==> src/verilog/fifo_modes_pkg.sv <==
// Shared constants and types for the word FIFO device and its host controller
package fifo_modes_pkg;
  // ==========================================================================
  // Queue geometry and tags
  localparam int WORD_W = 16;
  localparam int DEPTH = 8;
  localparam logic [3:0] TAG_COLLIDE = 4'hE;
  localparam logic [3:0] TAG_EMPTY = 4'hF;
  // Flag word and configuration bit positions
  localparam int BIT_OVF = 8;
  localparam int BIT_EMPTY = 9;
  localparam int BIT_MON = 10;
  localparam int BIT_STAT = 11;
  localparam int GAIN_LSB = 4;
  localparam int CAL_TRACK_BIT = 0;
  localparam int CAL_DO_BIT = 1;
  localparam logic [15:0] HWCFG_RST = 16'h0000;
  // ==========================================================================
  // Timing at the 10 MHz clock; least times round up
  localparam int CLK_MHZ = 10;
  localparam int STREAM_GAP_NS = 60000;
  localparam int MSG_GAP_NS = 50000;
  localparam int CAL_WAIT_NS = 2000;
  localparam int TRACK_GAP_NS = 13000000;
  localparam int STREAM_GAP_CYC = (STREAM_GAP_NS * CLK_MHZ + 999) / 1000;
  localparam int MSG_GAP_CYC = (MSG_GAP_NS * CLK_MHZ + 999) / 1000;
  localparam int CAL_WAIT_CYC = (CAL_WAIT_NS * CLK_MHZ + 999) / 1000;
  localparam int TRACK_GAP_CYC = TRACK_GAP_NS / 1000 * CLK_MHZ;
  // ==========================================================================
  // Host register map (byte addresses) and responses
  localparam logic [7:0] REG_CMD = 8'h00;
  localparam logic [7:0] REG_STATUS = 8'h04;
  localparam logic [7:0] REG_RESP = 8'h08;
  localparam logic [7:0] REG_CFG = 8'h0C;
  localparam int CMD_OP_LSB = 16;
  localparam logic [1:0] RESP_OKAY = 2'h0;
  localparam logic [1:0] RESP_SLVERR = 2'h2;
  // ==========================================================================
  // Link commands and device modes
  typedef enum logic [2:0] {
    OP_FIFO_WR = 3'b000,
    OP_FIFO_RD = 3'b001,
    OP_FLAG_RD = 3'b010,
    OP_HWCFG_WR = 3'b011,
    OP_SHDN_WR = 3'b100,
    OP_STREAM = 3'b101,
    OP_MESSAGE = 3'b110,
    OP_CAL = 3'b111
  } op_t;
  typedef enum logic [1:0] {
    MODE_NORM = 2'b00,
    MODE_STREAM = 2'b01,
    MODE_MSG = 2'b10
  } mode_t;
endpackage : fifo_modes_pkg

==> src/verilog/word_link_if.sv <==
// Command and answer link between the host controller and the FIFO device
`timescale 1ns/1ps
interface word_link_if;
  logic cmd_valid;
  fifo_modes_pkg::op_t cmd_op;
  logic [15:0] cmd_data;
  logic rsp_valid;
  logic [15:0] rsp_data;
  logic busy;
  logic alarm_n;
  modport device_end(input cmd_valid, input cmd_op, input cmd_data,
                     output rsp_valid, output rsp_data, output busy, output alarm_n);
  modport host_end(output cmd_valid, output cmd_op, output cmd_data,
                   input rsp_valid, input rsp_data, input busy, input alarm_n);
endinterface : word_link_if

==> src/verilog/fifo_mode_device.sv <==
// Bidirectional word FIFO with monitor, streaming, message and calibration modes
`timescale 1ns/1ps
module fifo_mode_device #(
  parameter int DEPTH = fifo_modes_pkg::DEPTH,
  parameter int TRACK_GAP = fifo_modes_pkg::TRACK_GAP_CYC
) (
  input wire logic aclk,
  input wire logic aresetn,
  word_link_if.device_end link,
  input wire logic conv_valid,
  input wire logic [3:0] conv_chan,
  input wire logic [11:0] conv_data,
  output logic ee_req,
  output logic ee_we,
  output logic [7:0] ee_addr,
  output logic [15:0] ee_wdata,
  input wire logic ee_ack,
  input wire logic [15:0] ee_rdata,
  output logic [15:0] gate_sample,
  output logic [1:0] gain_select,
  output logic cal_active,
  output logic cal_tracking,
  input wire logic cal_done
);
  localparam int PTR_W = $clog2(DEPTH);
  localparam int CNT_W = $clog2(DEPTH + 1);
  localparam logic [CNT_W-1:0] CNT_FULL = CNT_W'(DEPTH);
  localparam logic [CNT_W-1:0] CNT_KEEP = CNT_W'(DEPTH - 1);
  localparam logic [31:0] TRACK_LAST = 32'(TRACK_GAP - 1);

  // ==========================================================================
  // State
  typedef struct packed {
    logic [DEPTH-1:0][15:0] mem;
    logic [PTR_W-1:0] wp;
    logic [PTR_W-1:0] rp;
    logic [CNT_W-1:0] cnt;
    logic ovf;
    logic [15:0] hwcfg;
    logic wdog_en;
    fifo_modes_pkg::mode_t mode;
    logic [7:0] addr;
    logic [7:0] left;
    logic [7:0] out_left;
    logic ee_req;
    logic ee_we;
    logic [7:0] ee_addr;
    logic [15:0] ee_wdata;
    logic rsp_valid;
    logic [15:0] rsp_data;
    logic busy;
    logic alarm_n;
    logic [15:0] sample;
    logic cal_on;
    logic cal_track;
    logic cal_run;
    logic [31:0] cal_timer;
  } dev_state_t;

  dev_state_t s_ff;
  dev_state_t nxt_s;
  logic mon_push;

  // Converter results enter the queue only in the idle mode with monitoring on
  assign mon_push = conv_valid && s_ff.hwcfg[fifo_modes_pkg::BIT_MON]
                    && (s_ff.mode == fifo_modes_pkg::MODE_NORM);

  // ==========================================================================
  // Next-state logic
  always_comb begin
    logic push;
    logic pop;
    logic clear;
    logic [15:0] push_word;
    logic [11:0] flags;
    nxt_s = s_ff;
    push = 1'b0;
    pop = 1'b0;
    clear = 1'b0;
    push_word = 16'h0000;
    flags = 12'h000;
    flags[fifo_modes_pkg::BIT_OVF] = s_ff.ovf;
    flags[fifo_modes_pkg::BIT_EMPTY] = (s_ff.cnt == '0);
    nxt_s.rsp_valid = 1'b0;
    // Internal sample path never sees the read hazard
    if (conv_valid) begin
      nxt_s.sample = {conv_chan, conv_data};
    end
    // Host commands
    if (link.cmd_valid) begin
      case (link.cmd_op)
        fifo_modes_pkg::OP_FIFO_RD: begin
          nxt_s.rsp_valid = 1'b1;
          if (s_ff.cnt == '0 || s_ff.mode == fifo_modes_pkg::MODE_STREAM) begin
            nxt_s.rsp_data = {fifo_modes_pkg::TAG_EMPTY, flags};
          end else begin
            pop = 1'b1;
            nxt_s.rsp_data = s_ff.mem[s_ff.rp];
            if (mon_push && s_ff.cnt >= CNT_KEEP) begin
              nxt_s.rsp_data[15:12] = fifo_modes_pkg::TAG_COLLIDE;
            end
            if (s_ff.mode == fifo_modes_pkg::MODE_MSG && s_ff.out_left != 8'h00) begin
              nxt_s.out_left = s_ff.out_left - 8'h01;
            end
          end
        end
        fifo_modes_pkg::OP_FIFO_WR: begin
          if (s_ff.mode == fifo_modes_pkg::MODE_STREAM) begin
            if (s_ff.cnt == CNT_FULL) begin
              nxt_s.ovf = 1'b1;
            end else begin
              push = 1'b1;
              push_word = link.cmd_data;
            end
          end
        end
        fifo_modes_pkg::OP_FLAG_RD: begin
          nxt_s.rsp_valid = 1'b1;
          nxt_s.rsp_data = {4'h0, flags};
          nxt_s.ovf = 1'b0;
        end
        fifo_modes_pkg::OP_HWCFG_WR: begin
          nxt_s.hwcfg = link.cmd_data;
        end
        fifo_modes_pkg::OP_SHDN_WR: begin
          nxt_s.wdog_en = link.cmd_data[0];
        end
        fifo_modes_pkg::OP_STREAM: begin
          if (!s_ff.wdog_en && s_ff.mode == fifo_modes_pkg::MODE_NORM) begin
            nxt_s.mode = fifo_modes_pkg::MODE_STREAM;
            clear = 1'b1;
            nxt_s.addr = link.cmd_data[7:0];
            nxt_s.left = link.cmd_data[15:8];
          end
        end
        fifo_modes_pkg::OP_MESSAGE: begin
          if (s_ff.mode == fifo_modes_pkg::MODE_NORM) begin
            nxt_s.mode = fifo_modes_pkg::MODE_MSG;
            clear = 1'b1;
            nxt_s.addr = link.cmd_data[7:0];
            nxt_s.left = link.cmd_data[15:8];
            nxt_s.out_left = link.cmd_data[15:8];
          end
        end
        fifo_modes_pkg::OP_CAL: begin
          nxt_s.cal_on = link.cmd_data[fifo_modes_pkg::CAL_DO_BIT];
          nxt_s.cal_track = link.cmd_data[fifo_modes_pkg::CAL_TRACK_BIT];
          nxt_s.cal_run = link.cmd_data[fifo_modes_pkg::CAL_DO_BIT];
          nxt_s.cal_timer = 32'h0000_0000;
        end
        default: begin
        end
      endcase
    end
    // Monitor results; past seven stored, the oldest is dropped
    if (mon_push) begin
      push = 1'b1;
      push_word = {conv_chan, conv_data};
      if (s_ff.cnt >= CNT_KEEP) begin
        nxt_s.ovf = 1'b1;
        if (!pop) begin
          pop = 1'b1;
        end
      end
    end
    // EEPROM engine: finish an access, else start the next one
    if (s_ff.ee_req) begin
      if (ee_ack) begin
        nxt_s.ee_req = 1'b0;
        if (!s_ff.ee_we && s_ff.mode == fifo_modes_pkg::MODE_MSG) begin
          push = 1'b1;
          push_word = ee_rdata;
        end
      end
    end else if (s_ff.mode == fifo_modes_pkg::MODE_STREAM && s_ff.left != 8'h00
                 && s_ff.cnt != '0 && !clear) begin
      nxt_s.ee_req = 1'b1;
      nxt_s.ee_we = 1'b1;
      nxt_s.ee_addr = s_ff.addr;
      nxt_s.ee_wdata = s_ff.mem[s_ff.rp];
      pop = 1'b1;
      nxt_s.addr = s_ff.addr + 8'h01;
      nxt_s.left = s_ff.left - 8'h01;
    end else if (s_ff.mode == fifo_modes_pkg::MODE_MSG && s_ff.left != 8'h00
                 && s_ff.cnt != CNT_FULL && !clear) begin
      nxt_s.ee_req = 1'b1;
      nxt_s.ee_we = 1'b0;
      nxt_s.ee_addr = s_ff.addr;
      nxt_s.addr = s_ff.addr + 8'h01;
      nxt_s.left = s_ff.left - 8'h01;
    end
    // Pointer and count update
    if (push) begin
      nxt_s.mem[s_ff.wp] = push_word;
    end
    if (clear) begin
      nxt_s.wp = '0;
      nxt_s.rp = '0;
      nxt_s.cnt = '0;
    end else begin
      nxt_s.wp = s_ff.wp + PTR_W'(push);
      nxt_s.rp = s_ff.rp + PTR_W'(pop);
      nxt_s.cnt = s_ff.cnt + CNT_W'(push) - CNT_W'(pop);
    end
    // Message mode flag tracks fullness
    if (nxt_s.mode == fifo_modes_pkg::MODE_MSG) begin
      nxt_s.ovf = (nxt_s.cnt == CNT_FULL);
    end
    // Mode exit once every word is moved
    if (nxt_s.mode == fifo_modes_pkg::MODE_STREAM && nxt_s.left == 8'h00 && !nxt_s.ee_req) begin
      nxt_s.mode = fifo_modes_pkg::MODE_NORM;
    end
    if (nxt_s.mode == fifo_modes_pkg::MODE_MSG && nxt_s.left == 8'h00 && !nxt_s.ee_req
        && nxt_s.out_left == 8'h00) begin
      nxt_s.mode = fifo_modes_pkg::MODE_NORM;
    end
    // Calibration: acquisition once until done, tracking repeats after a gap
    if (s_ff.cal_run && cal_done && !(link.cmd_valid && link.cmd_op == fifo_modes_pkg::OP_CAL)) begin
      nxt_s.cal_run = 1'b0;
      nxt_s.cal_timer = 32'h0000_0000;
    end else if (!s_ff.cal_run && s_ff.cal_on && s_ff.cal_track) begin
      if (s_ff.cal_timer == TRACK_LAST) begin
        nxt_s.cal_run = 1'b1;
        nxt_s.cal_timer = 32'h0000_0000;
      end else begin
        nxt_s.cal_timer = s_ff.cal_timer + 32'h0000_0001;
      end
    end
    // Registered outputs
    nxt_s.busy = (nxt_s.mode != fifo_modes_pkg::MODE_NORM) || nxt_s.cal_run;
    nxt_s.alarm_n = !(nxt_s.hwcfg[fifo_modes_pkg::BIT_STAT]
      && ((nxt_s.mode == fifo_modes_pkg::MODE_STREAM && nxt_s.cnt == CNT_FULL)
       || (nxt_s.mode == fifo_modes_pkg::MODE_MSG && nxt_s.cnt == '0)));
  end

  // ==========================================================================
  // State register
  always_ff @(posedge aclk) begin
    if (!aresetn) begin
      s_ff <= '0;
      s_ff.hwcfg <= fifo_modes_pkg::HWCFG_RST;
      s_ff.wdog_en <= 1'b1;
      s_ff.alarm_n <= 1'b1;
    end else begin
      s_ff <= nxt_s;
    end
  end

  // Outputs straight from the state register
  assign link.rsp_valid = s_ff.rsp_valid;
  assign link.rsp_data = s_ff.rsp_data;
  assign link.busy = s_ff.busy;
  assign link.alarm_n = s_ff.alarm_n;
  assign ee_req = s_ff.ee_req;
  assign ee_we = s_ff.ee_we;
  assign ee_addr = s_ff.ee_addr;
  assign ee_wdata = s_ff.ee_wdata;
  assign gate_sample = s_ff.sample;
  assign gain_select = s_ff.hwcfg[fifo_modes_pkg::GAIN_LSB +: 2];
  assign cal_active = s_ff.cal_run;
  assign cal_tracking = s_ff.cal_track;
endmodule : fifo_mode_device

==> src/flat_wrapper.sv <==
// flat-port wrapper written by rule: the top's interface ports become plain ports
module fifo_mode_device_flat 
#(
  parameter int DEPTH = fifo_modes_pkg::DEPTH,
  parameter int TRACK_GAP = fifo_modes_pkg::TRACK_GAP_CYC
)
  (aclk, aresetn, conv_valid, conv_chan, conv_data, ee_req, ee_we, ee_addr, ee_wdata, ee_ack, ee_rdata, gate_sample, gain_select, cal_active, cal_tracking, cal_done, link_cmd_valid, link_cmd_op, link_cmd_data, link_rsp_valid, link_rsp_data, link_busy, link_alarm_n);
  word_link_if link_i ();
  input wire logic aclk;
  input wire logic aresetn;
  input wire logic conv_valid;
  input wire logic [3:0] conv_chan;
  input wire logic [11:0] conv_data;
  output logic ee_req;
  output logic ee_we;
  output logic [7:0] ee_addr;
  output logic [15:0] ee_wdata;
  input wire logic ee_ack;
  input wire logic [15:0] ee_rdata;
  output logic [15:0] gate_sample;
  output logic [1:0] gain_select;
  output logic cal_active;
  output logic cal_tracking;
  input wire logic cal_done;
  input wire logic [$bits(link_i.cmd_valid)-1:0] link_cmd_valid;
  input wire logic [$bits(link_i.cmd_op)-1:0] link_cmd_op;
  input wire logic [$bits(link_i.cmd_data)-1:0] link_cmd_data;
  output wire logic [$bits(link_i.rsp_valid)-1:0] link_rsp_valid;
  output wire logic [$bits(link_i.rsp_data)-1:0] link_rsp_data;
  output wire logic [$bits(link_i.busy)-1:0] link_busy;
  output wire logic [$bits(link_i.alarm_n)-1:0] link_alarm_n;
  assign link_i.cmd_valid = link_cmd_valid;
  assign link_i.cmd_op = link_cmd_op;
  assign link_i.cmd_data = link_cmd_data;
  assign link_rsp_valid = link_i.rsp_valid;
  assign link_rsp_data = link_i.rsp_data;
  assign link_busy = link_i.busy;
  assign link_alarm_n = link_i.alarm_n;
  fifo_mode_device #(.DEPTH(DEPTH), .TRACK_GAP(TRACK_GAP)) u_core (.aclk(aclk), .aresetn(aresetn), .link(link_i), .conv_valid(conv_valid), .conv_chan(conv_chan), .conv_data(conv_data), .ee_req(ee_req), .ee_we(ee_we), .ee_addr(ee_addr), .ee_wdata(ee_wdata), .ee_ack(ee_ack), .ee_rdata(ee_rdata), .gate_sample(gate_sample), .gain_select(gain_select), .cal_active(cal_active), .cal_tracking(cal_tracking), .cal_done(cal_done));
endmodule
==> config.mk <==
export PLATFORM = sky130hd
export DESIGN_NAME = fifo_mode_device_flat
export DESIGN_NICKNAME = d
export VERILOG_FILES = /design/src/verilog/fifo_modes_pkg.sv /design/src/verilog/word_link_if.sv /design/src/verilog/fifo_mode_device.sv /design/src/flat_wrapper.sv
export SDC_FILE = /design/constraint.sdc
export NUM_CORES = 1
export LEC_CHECK = 0
export ABC_AREA = 1
export BUFFER_PORTS_ARGS = -buffer_cell sky130_fd_sc_hd__buf_2
export CAP_MARGIN = 20
export CORE_MARGIN = 1.5
export CORE_UTILIZATION = 30
export DETAILED_ROUTE_END_ITERATION = 10
export GPL_TIMING_DRIVEN = 0
export PLACE_DENSITY_LB_ADDON = 0.05
export SYNTH_ARGS = -nofsm -noshare
export SYNTH_HDL_FRONTEND = slang
export SYNTH_SLANG_ARGS = --single-unit
export TNS_END_PERCENT = 50
==> constraint.sdc <==
create_clock -name aclk -period 3.5 [get_ports aclk]
set_input_delay 0.35 -clock aclk [delete_from_list [all_inputs] [get_ports aclk]]
set_output_delay 0.35 -clock aclk [all_outputs]
set_load 0.03 [all_outputs]
==> flow_results.xml <==
<?xml version="1.0" encoding="UTF-8"?>
<metrics>
  <group name="sta">
    <metric name="slew_viol_final" unit="">0</metric>
    <metric name="layout_worst_path_cycle_share" unit="">0.9326</metric>
    <metric name="totalNegativeSetupSlack" unit="ns">0</metric>
    <metric name="worst_clock_skew" unit="ns">0.01462</metric>
    <metric name="hold_viol" unit="">0</metric>
    <metric name="max_freq" unit="MHz">306.4</metric>
    <metric name="worst_margin_slew" unit="ns">1.038</metric>
    <metric name="report.final.setup_viol" unit="">0</metric>
    <metric name="hold-worst-slack" unit="ns">0.05603</metric>
    <metric name="worst_slack" unit="ns">0.2358</metric>
    <metric name="post-route-min-period" unit="ns">3.264</metric>
    <metric name="max_slew_margin" unit="">0.3081</metric>
  </group>
  <group name="floorplan">
    <metric name="rows" unit="">76</metric>
    <metric name="fp.coreArea" unit="um2">43270</metric>
    <metric name="chipHeight" unit="um">213.1</metric>
    <metric name="die-width" unit="um">213.1</metric>
    <metric name="die-area" unit="um2">45400</metric>
    <metric name="io_pins" unit="">122</metric>
    <metric name="initial_utilization" unit="">0.3060</metric>
  </group>
  <group name="setup_path">
    <metric name="reg2reg_to" unit="">u_core.link.alarm_n$_SDFF_PN1_</metric>
    <metric name="reg2regPathDepth" unit="">18</metric>
    <metric name="crit_arrival" unit="ns">3.66</metric>
    <metric name="regToRegStartpoint" unit="">u_core.s_ff[142]$_SDFF_PN0_</metric>
    <metric name="crit_required" unit="ns">3.90</metric>
    <metric name="crit_path_max_fanout" unit="">10</metric>
    <metric name="reg2reg_setup_slack" unit="ns">0.24</metric>
    <metric name="timing.critical_path.from_type" unit="">flop</metric>
    <metric name="worstSetupPathType" unit="">flop to flop</metric>
    <metric name="crit_path_end_kind" unit="">flop</metric>
  </group>
  <group name="synth">
    <metric name="synth_top_cell_by_area" unit="">sky130_fd_sc_hd__dfxtp_1</metric>
    <metric name="synthDistinctLibCells" unit="">46</metric>
    <metric name="synth_edf_count" unit="">0</metric>
    <metric name="syn_area" unit="um2">13240</metric>
    <metric name="asyncSetResetFlopFracSynth" unit="">0</metric>
    <metric name="synth_ff_type" unit="">sky130_fd_sc_hd__dfxtp_1</metric>
    <metric name="synth.ff_latch_count" unit="">266</metric>
    <metric name="netlist_instances" unit="">1931</metric>
    <metric name="yosys_warnings" unit="">0</metric>
    <metric name="mappedNetlistNets" unit="">2006</metric>
    <metric name="average_size_of_a_mapped_cell" unit="um2">6.857</metric>
    <metric name="synth.top_cell.area_share" unit="">0.4022</metric>
    <metric name="synthTopCellsByArea" unit="">sky130_fd_sc_hd__dfxtp_1 40%, sky130_fd_sc_hd__nand2_1 10%, sky130_fd_sc_hd__a21oi_1 9.1%, sky130_fd_sc_hd__o21ai_0 8.5%, sky130_fd_sc_hd__nor2_1 6.3%</metric>
    <metric name="synth_most_common_cell" unit="">sky130_fd_sc_hd__nand2_1</metric>
    <metric name="post_synth_most_frequent_cells" unit="">367 x sky130_fd_sc_hd__nand2_1, 266 x sky130_fd_sc_hd__dfxtp_1, 240 x sky130_fd_sc_hd__a21oi_1</metric>
    <metric name="synth_seq_area_share" unit="">0.4022</metric>
  </group>
  <group name="global_routing">
    <metric name="gr-usage-all-layers" unit="">0.2268</metric>
    <metric name="wire_length_of_the_first_global_routing_pass" unit="um">77220</metric>
    <metric name="remaining_global_route_overflow" unit="">0</metric>
    <metric name="grt_antenna_before_repair" unit="">0</metric>
    <metric name="first_global_vias" unit="">12776</metric>
    <metric name="grt_max_degree" unit="">18</metric>
  </group>
  <group name="worst_hold_path">
    <metric name="hold_path_depth" unit="">3</metric>
    <metric name="hold_start" unit="">conv_data[4]</metric>
    <metric name="hp-class" unit="">input pin to flop</metric>
    <metric name="worstHoldEndpoint" unit="">u_core.gate_sample[4]$_SDFFE_PN0P_</metric>
  </group>
  <group name="layout">
    <metric name="design.final.nets" unit="">2170</metric>
    <metric name="area.growth.synth_to_final" unit="%">19.36</metric>
    <metric name="fillerInstances" unit="">4724</metric>
    <metric name="finalInstanceArea" unit="um2">15800</metric>
    <metric name="share_of_layout_cells_above_drive_strength_1" unit="">0.1544</metric>
    <metric name="utilization" unit="">0.3653</metric>
    <metric name="antenna-diode-count" unit="">0</metric>
  </group>
  <group name="placed_design">
    <metric name="standard_cell_area_after_detailed_placement" unit="um2">14580</metric>
    <metric name="portBuffers" unit="">121</metric>
    <metric name="place.detailed.hpwl" unit="um">38420</metric>
    <metric name="placer_congestion" unit="">0.8831</metric>
    <metric name="pre_cts_ws" unit="ns">-0.9201</metric>
  </group>
  <group name="cts">
    <metric name="numCtsBuffers" unit="">34</metric>
    <metric name="clk_root_buffer_cell" unit="">sky130_fd_sc_hd__clkbuf_16</metric>
    <metric name="worstSkewPairLatency" unit="ns">0.54</metric>
    <metric name="clk_transition_reported_paths" unit="ns">0.06</metric>
    <metric name="cts_hold_buffers" unit="">0</metric>
    <metric name="cts_max_level" unit="">2</metric>
    <metric name="cts_tree" unit="">built</metric>
    <metric name="clock_path_buffers" unit="">3</metric>
    <metric name="clock_sink_count" unit="">266</metric>
  </group>
  <group name="pwr">
    <metric name="static-leakage-power" unit="nW">6.551</metric>
    <metric name="irDropWorstVdd" unit="V">0.0002527</metric>
    <metric name="power_frac_seq" unit="">0.417</metric>
    <metric name="pwr-share-clk" unit="">0.466</metric>
    <metric name="logic_gate_share_of_total_power" unit="">0.117</metric>
    <metric name="net-switching-power" unit="mW">1.998</metric>
    <metric name="sw_share" unit="">0.2669</metric>
    <metric name="power_density" unit="nW/um2">473.7</metric>
    <metric name="intPower" unit="mW">5.488</metric>
  </group>
  <group name="flow_run">
    <metric name="max_cap_violations" unit="">0</metric>
  </group>
  <group name="detailed_routing">
    <metric name="number_of_remaining_drc_errors" unit="">0</metric>
    <metric name="vias_per_cell" unit="">4.967</metric>
    <metric name="detailedRoute.firstIterationViolations" unit="">976</metric>
    <metric name="wire_per_inst" unit="um">18.88</metric>
    <metric name="final_antenna_net_count" unit="">0</metric>
    <metric name="detail_route.wirelength" unit="um">50910</metric>
    <metric name="num_vias" unit="">13395</metric>
    <metric name="drt_pre_antenna_iters" unit="">6</metric>
  </group>
  <group name="run_status">
    <metric name="outcome" unit="">complete, no violations</metric>
  </group>
</metrics>
routing by layer:
layer  GRT usage  vias to the layer above  routed length [um]
li1            -                     6657                   -
met1      0.3026                     6294               23600
met2      0.3723                      355               23250
met3     0.03603                       89                2490
met4     0.07361                        0                1569
met5           0                        -                   0
sequential cells by signal, summed over array words and instances, names as in the netlist:
signal / cells
u_core.link.rsp_valid: 1
u_core.gate_sample: 16
u_core.ee_we: 1
u_core.s_ff: 201
u_core.ee_wdata: 16
u_core.link.alarm_n: 1
u_core.cal_active: 1
u_core.ee_req: 1
u_core.gain_select: 2
u_core.link.rsp_data: 16
u_core.ee_addr: 8
u_core.link.busy: 1
u_core.cal_tracking: 1
worst max-delay path by stage:
stage | start | end | slack [ns] | cells after the start
final | u_core.s_ff[142]$_SDFF_PN0_ | u_core.link.alarm_n$_SDFF_PN1_ | 0.24 | 18
after global routing | u_core.s_ff[143]$_SDFF_PN0_ | u_core.link.alarm_n$_SDFF_PN1_ | -0.005 | 18
after CTS | u_core.s_ff[104]$_SDFF_PN0_ | u_core.link.alarm_n$_SDFF_PN1_ | 0.01 | 19
after detailed placement | u_core.s_ff[104]$_SDFF_PN0_ | u_core.link.alarm_n$_SDFF_PN1_ | -0.92 | 20
after global placement | u_core.s_ff[104]$_SDFF_PN0_ | u_core.link.alarm_n$_SDFF_PN1_ | -0.97 | 20
after floorplan | u_core.s_ff[104]$_SDFF_PN0_ | u_core.link.alarm_n$_SDFF_PN1_ | 0.32 | 21
through the flow:
stage	std cells	power, mW
global route	2697	7.801
detailed placement	2637	4.001
floorplan	1931	3.701
CTS	2691	7.541
finish	2697	7.486
global placement	2637	4.002
worst max-delay path, stage by stage (launching register included):
cell,delay [ns]
sky130_fd_sc_hd__dfxtp_1,0.31
sky130_fd_sc_hd__inv_1,0.12
sky130_fd_sc_hd__ha_2,0.23
sky130_fd_sc_hd__nand2_4,0.10
sky130_fd_sc_hd__nand2_4,0.12
sky130_fd_sc_hd__nor3_4,0.05
sky130_fd_sc_hd__clkbuf_8,0.18
sky130_fd_sc_hd__nand3b_1,0.27
sky130_fd_sc_hd__ha_1,0.34
sky130_fd_sc_hd__inv_1,0.04
sky130_fd_sc_hd__ha_1,0.20
sky130_fd_sc_hd__fa_1,0.38
sky130_fd_sc_hd__xor2_1,0.18
sky130_fd_sc_hd__nor3_2,0.13
sky130_fd_sc_hd__nor2_1,0.09
sky130_fd_sc_hd__a31oi_1,0.16
sky130_fd_sc_hd__nand2_1,0.07
sky130_fd_sc_hd__nand2_1,0.06
sky130_fd_sc_hd__nand2_1,0.10
what timing repair did:
item                       in CTS  in global routing
pin swaps                       2                  4
setup buffers                   2                  7
setup endpoints to repair       5                  2
gates resized for setup        18                  8
power by group through the flow:
| stage | clock network [mW] | logic (mW) | registers [mW] |
|---|---|---|---|
| floorplan | 0 | 0.525 | 3.18 |
| global placement | 0 | 0.821 | 3.18 |
| detailed placement | 0 | 0.820 | 3.18 |
| CTS | 3.58 | 0.844 | 3.12 |
| global route | 3.71 | 0.963 | 3.12 |
| finish | 3.49 | 0.877 | 3.12 |
cells by family after synthesis:
family                   Yosys count  synth area share
XOR/XNOR                          18           0.01191
AO/OA/AOI/OAI                    558            0.2236
buffers and inverters            341            0.1162
adder cells (fa/ha/maj)           18           0.01758
flip-flops                       266            0.4022
AND/OR/NAND/NOR                  730            0.2285
area by class of cell:
cell class | instances | area (um2) | share of cell area
repair buffers | 130 | 673.1 | 0.04259
well taps | 585 | 732.0 | 0.04631
plain buffers | 152 | 835.8 | 0.05289
clock inverters | 3 | 68.82 | 0.004354
clock buffers | 50 | 1012 | 0.06405
inverters | 187 | 709.4 | 0.04489
multi-input cells | 1324 | 6446 | 0.4079
flip-flops and latches | 266 | 5326 | 0.3370
cell usage in the layout, fill, tap and decap left out, types with 5 or more instances in the layout:
cell	count
sky130_fd_sc_hd__nor2_1	219
sky130_fd_sc_hd__buf_4	68
sky130_fd_sc_hd__nand3_1	72
sky130_fd_sc_hd__nor3_1	19
sky130_fd_sc_hd__nand2_2	9
sky130_fd_sc_hd__o31ai_1	5
sky130_fd_sc_hd__clkbuf_8	9
sky130_fd_sc_hd__xor2_1	13
sky130_fd_sc_hd__o21ai_2	7
sky130_fd_sc_hd__clkbuf_1	72
sky130_fd_sc_hd__clkbuf_16	35
sky130_fd_sc_hd__o211ai_1	5
sky130_fd_sc_hd__a21oi_1	239
sky130_fd_sc_hd__nor4_1	7
sky130_fd_sc_hd__nor2_2	8
sky130_fd_sc_hd__a31oi_1	23
sky130_fd_sc_hd__o22ai_1	16
sky130_fd_sc_hd__nand4_1	14
sky130_fd_sc_hd__inv_1	165
sky130_fd_sc_hd__ha_1	16
sky130_fd_sc_hd__dfxtp_1	265
sky130_fd_sc_hd__xnor2_1	5
sky130_fd_sc_hd__inv_2	17
sky130_fd_sc_hd__nand2_1	363
sky130_fd_sc_hd__o21ai_0	226
sky130_fd_sc_hd__buf_2	148
sky130_fd_sc_hd__nor2_4	5
sky130_fd_sc_hd__a22oi_1	11
sky130_fd_sc_hd__o21ai_1	14
Note: power is estimated with default switching activity, not from simulation.
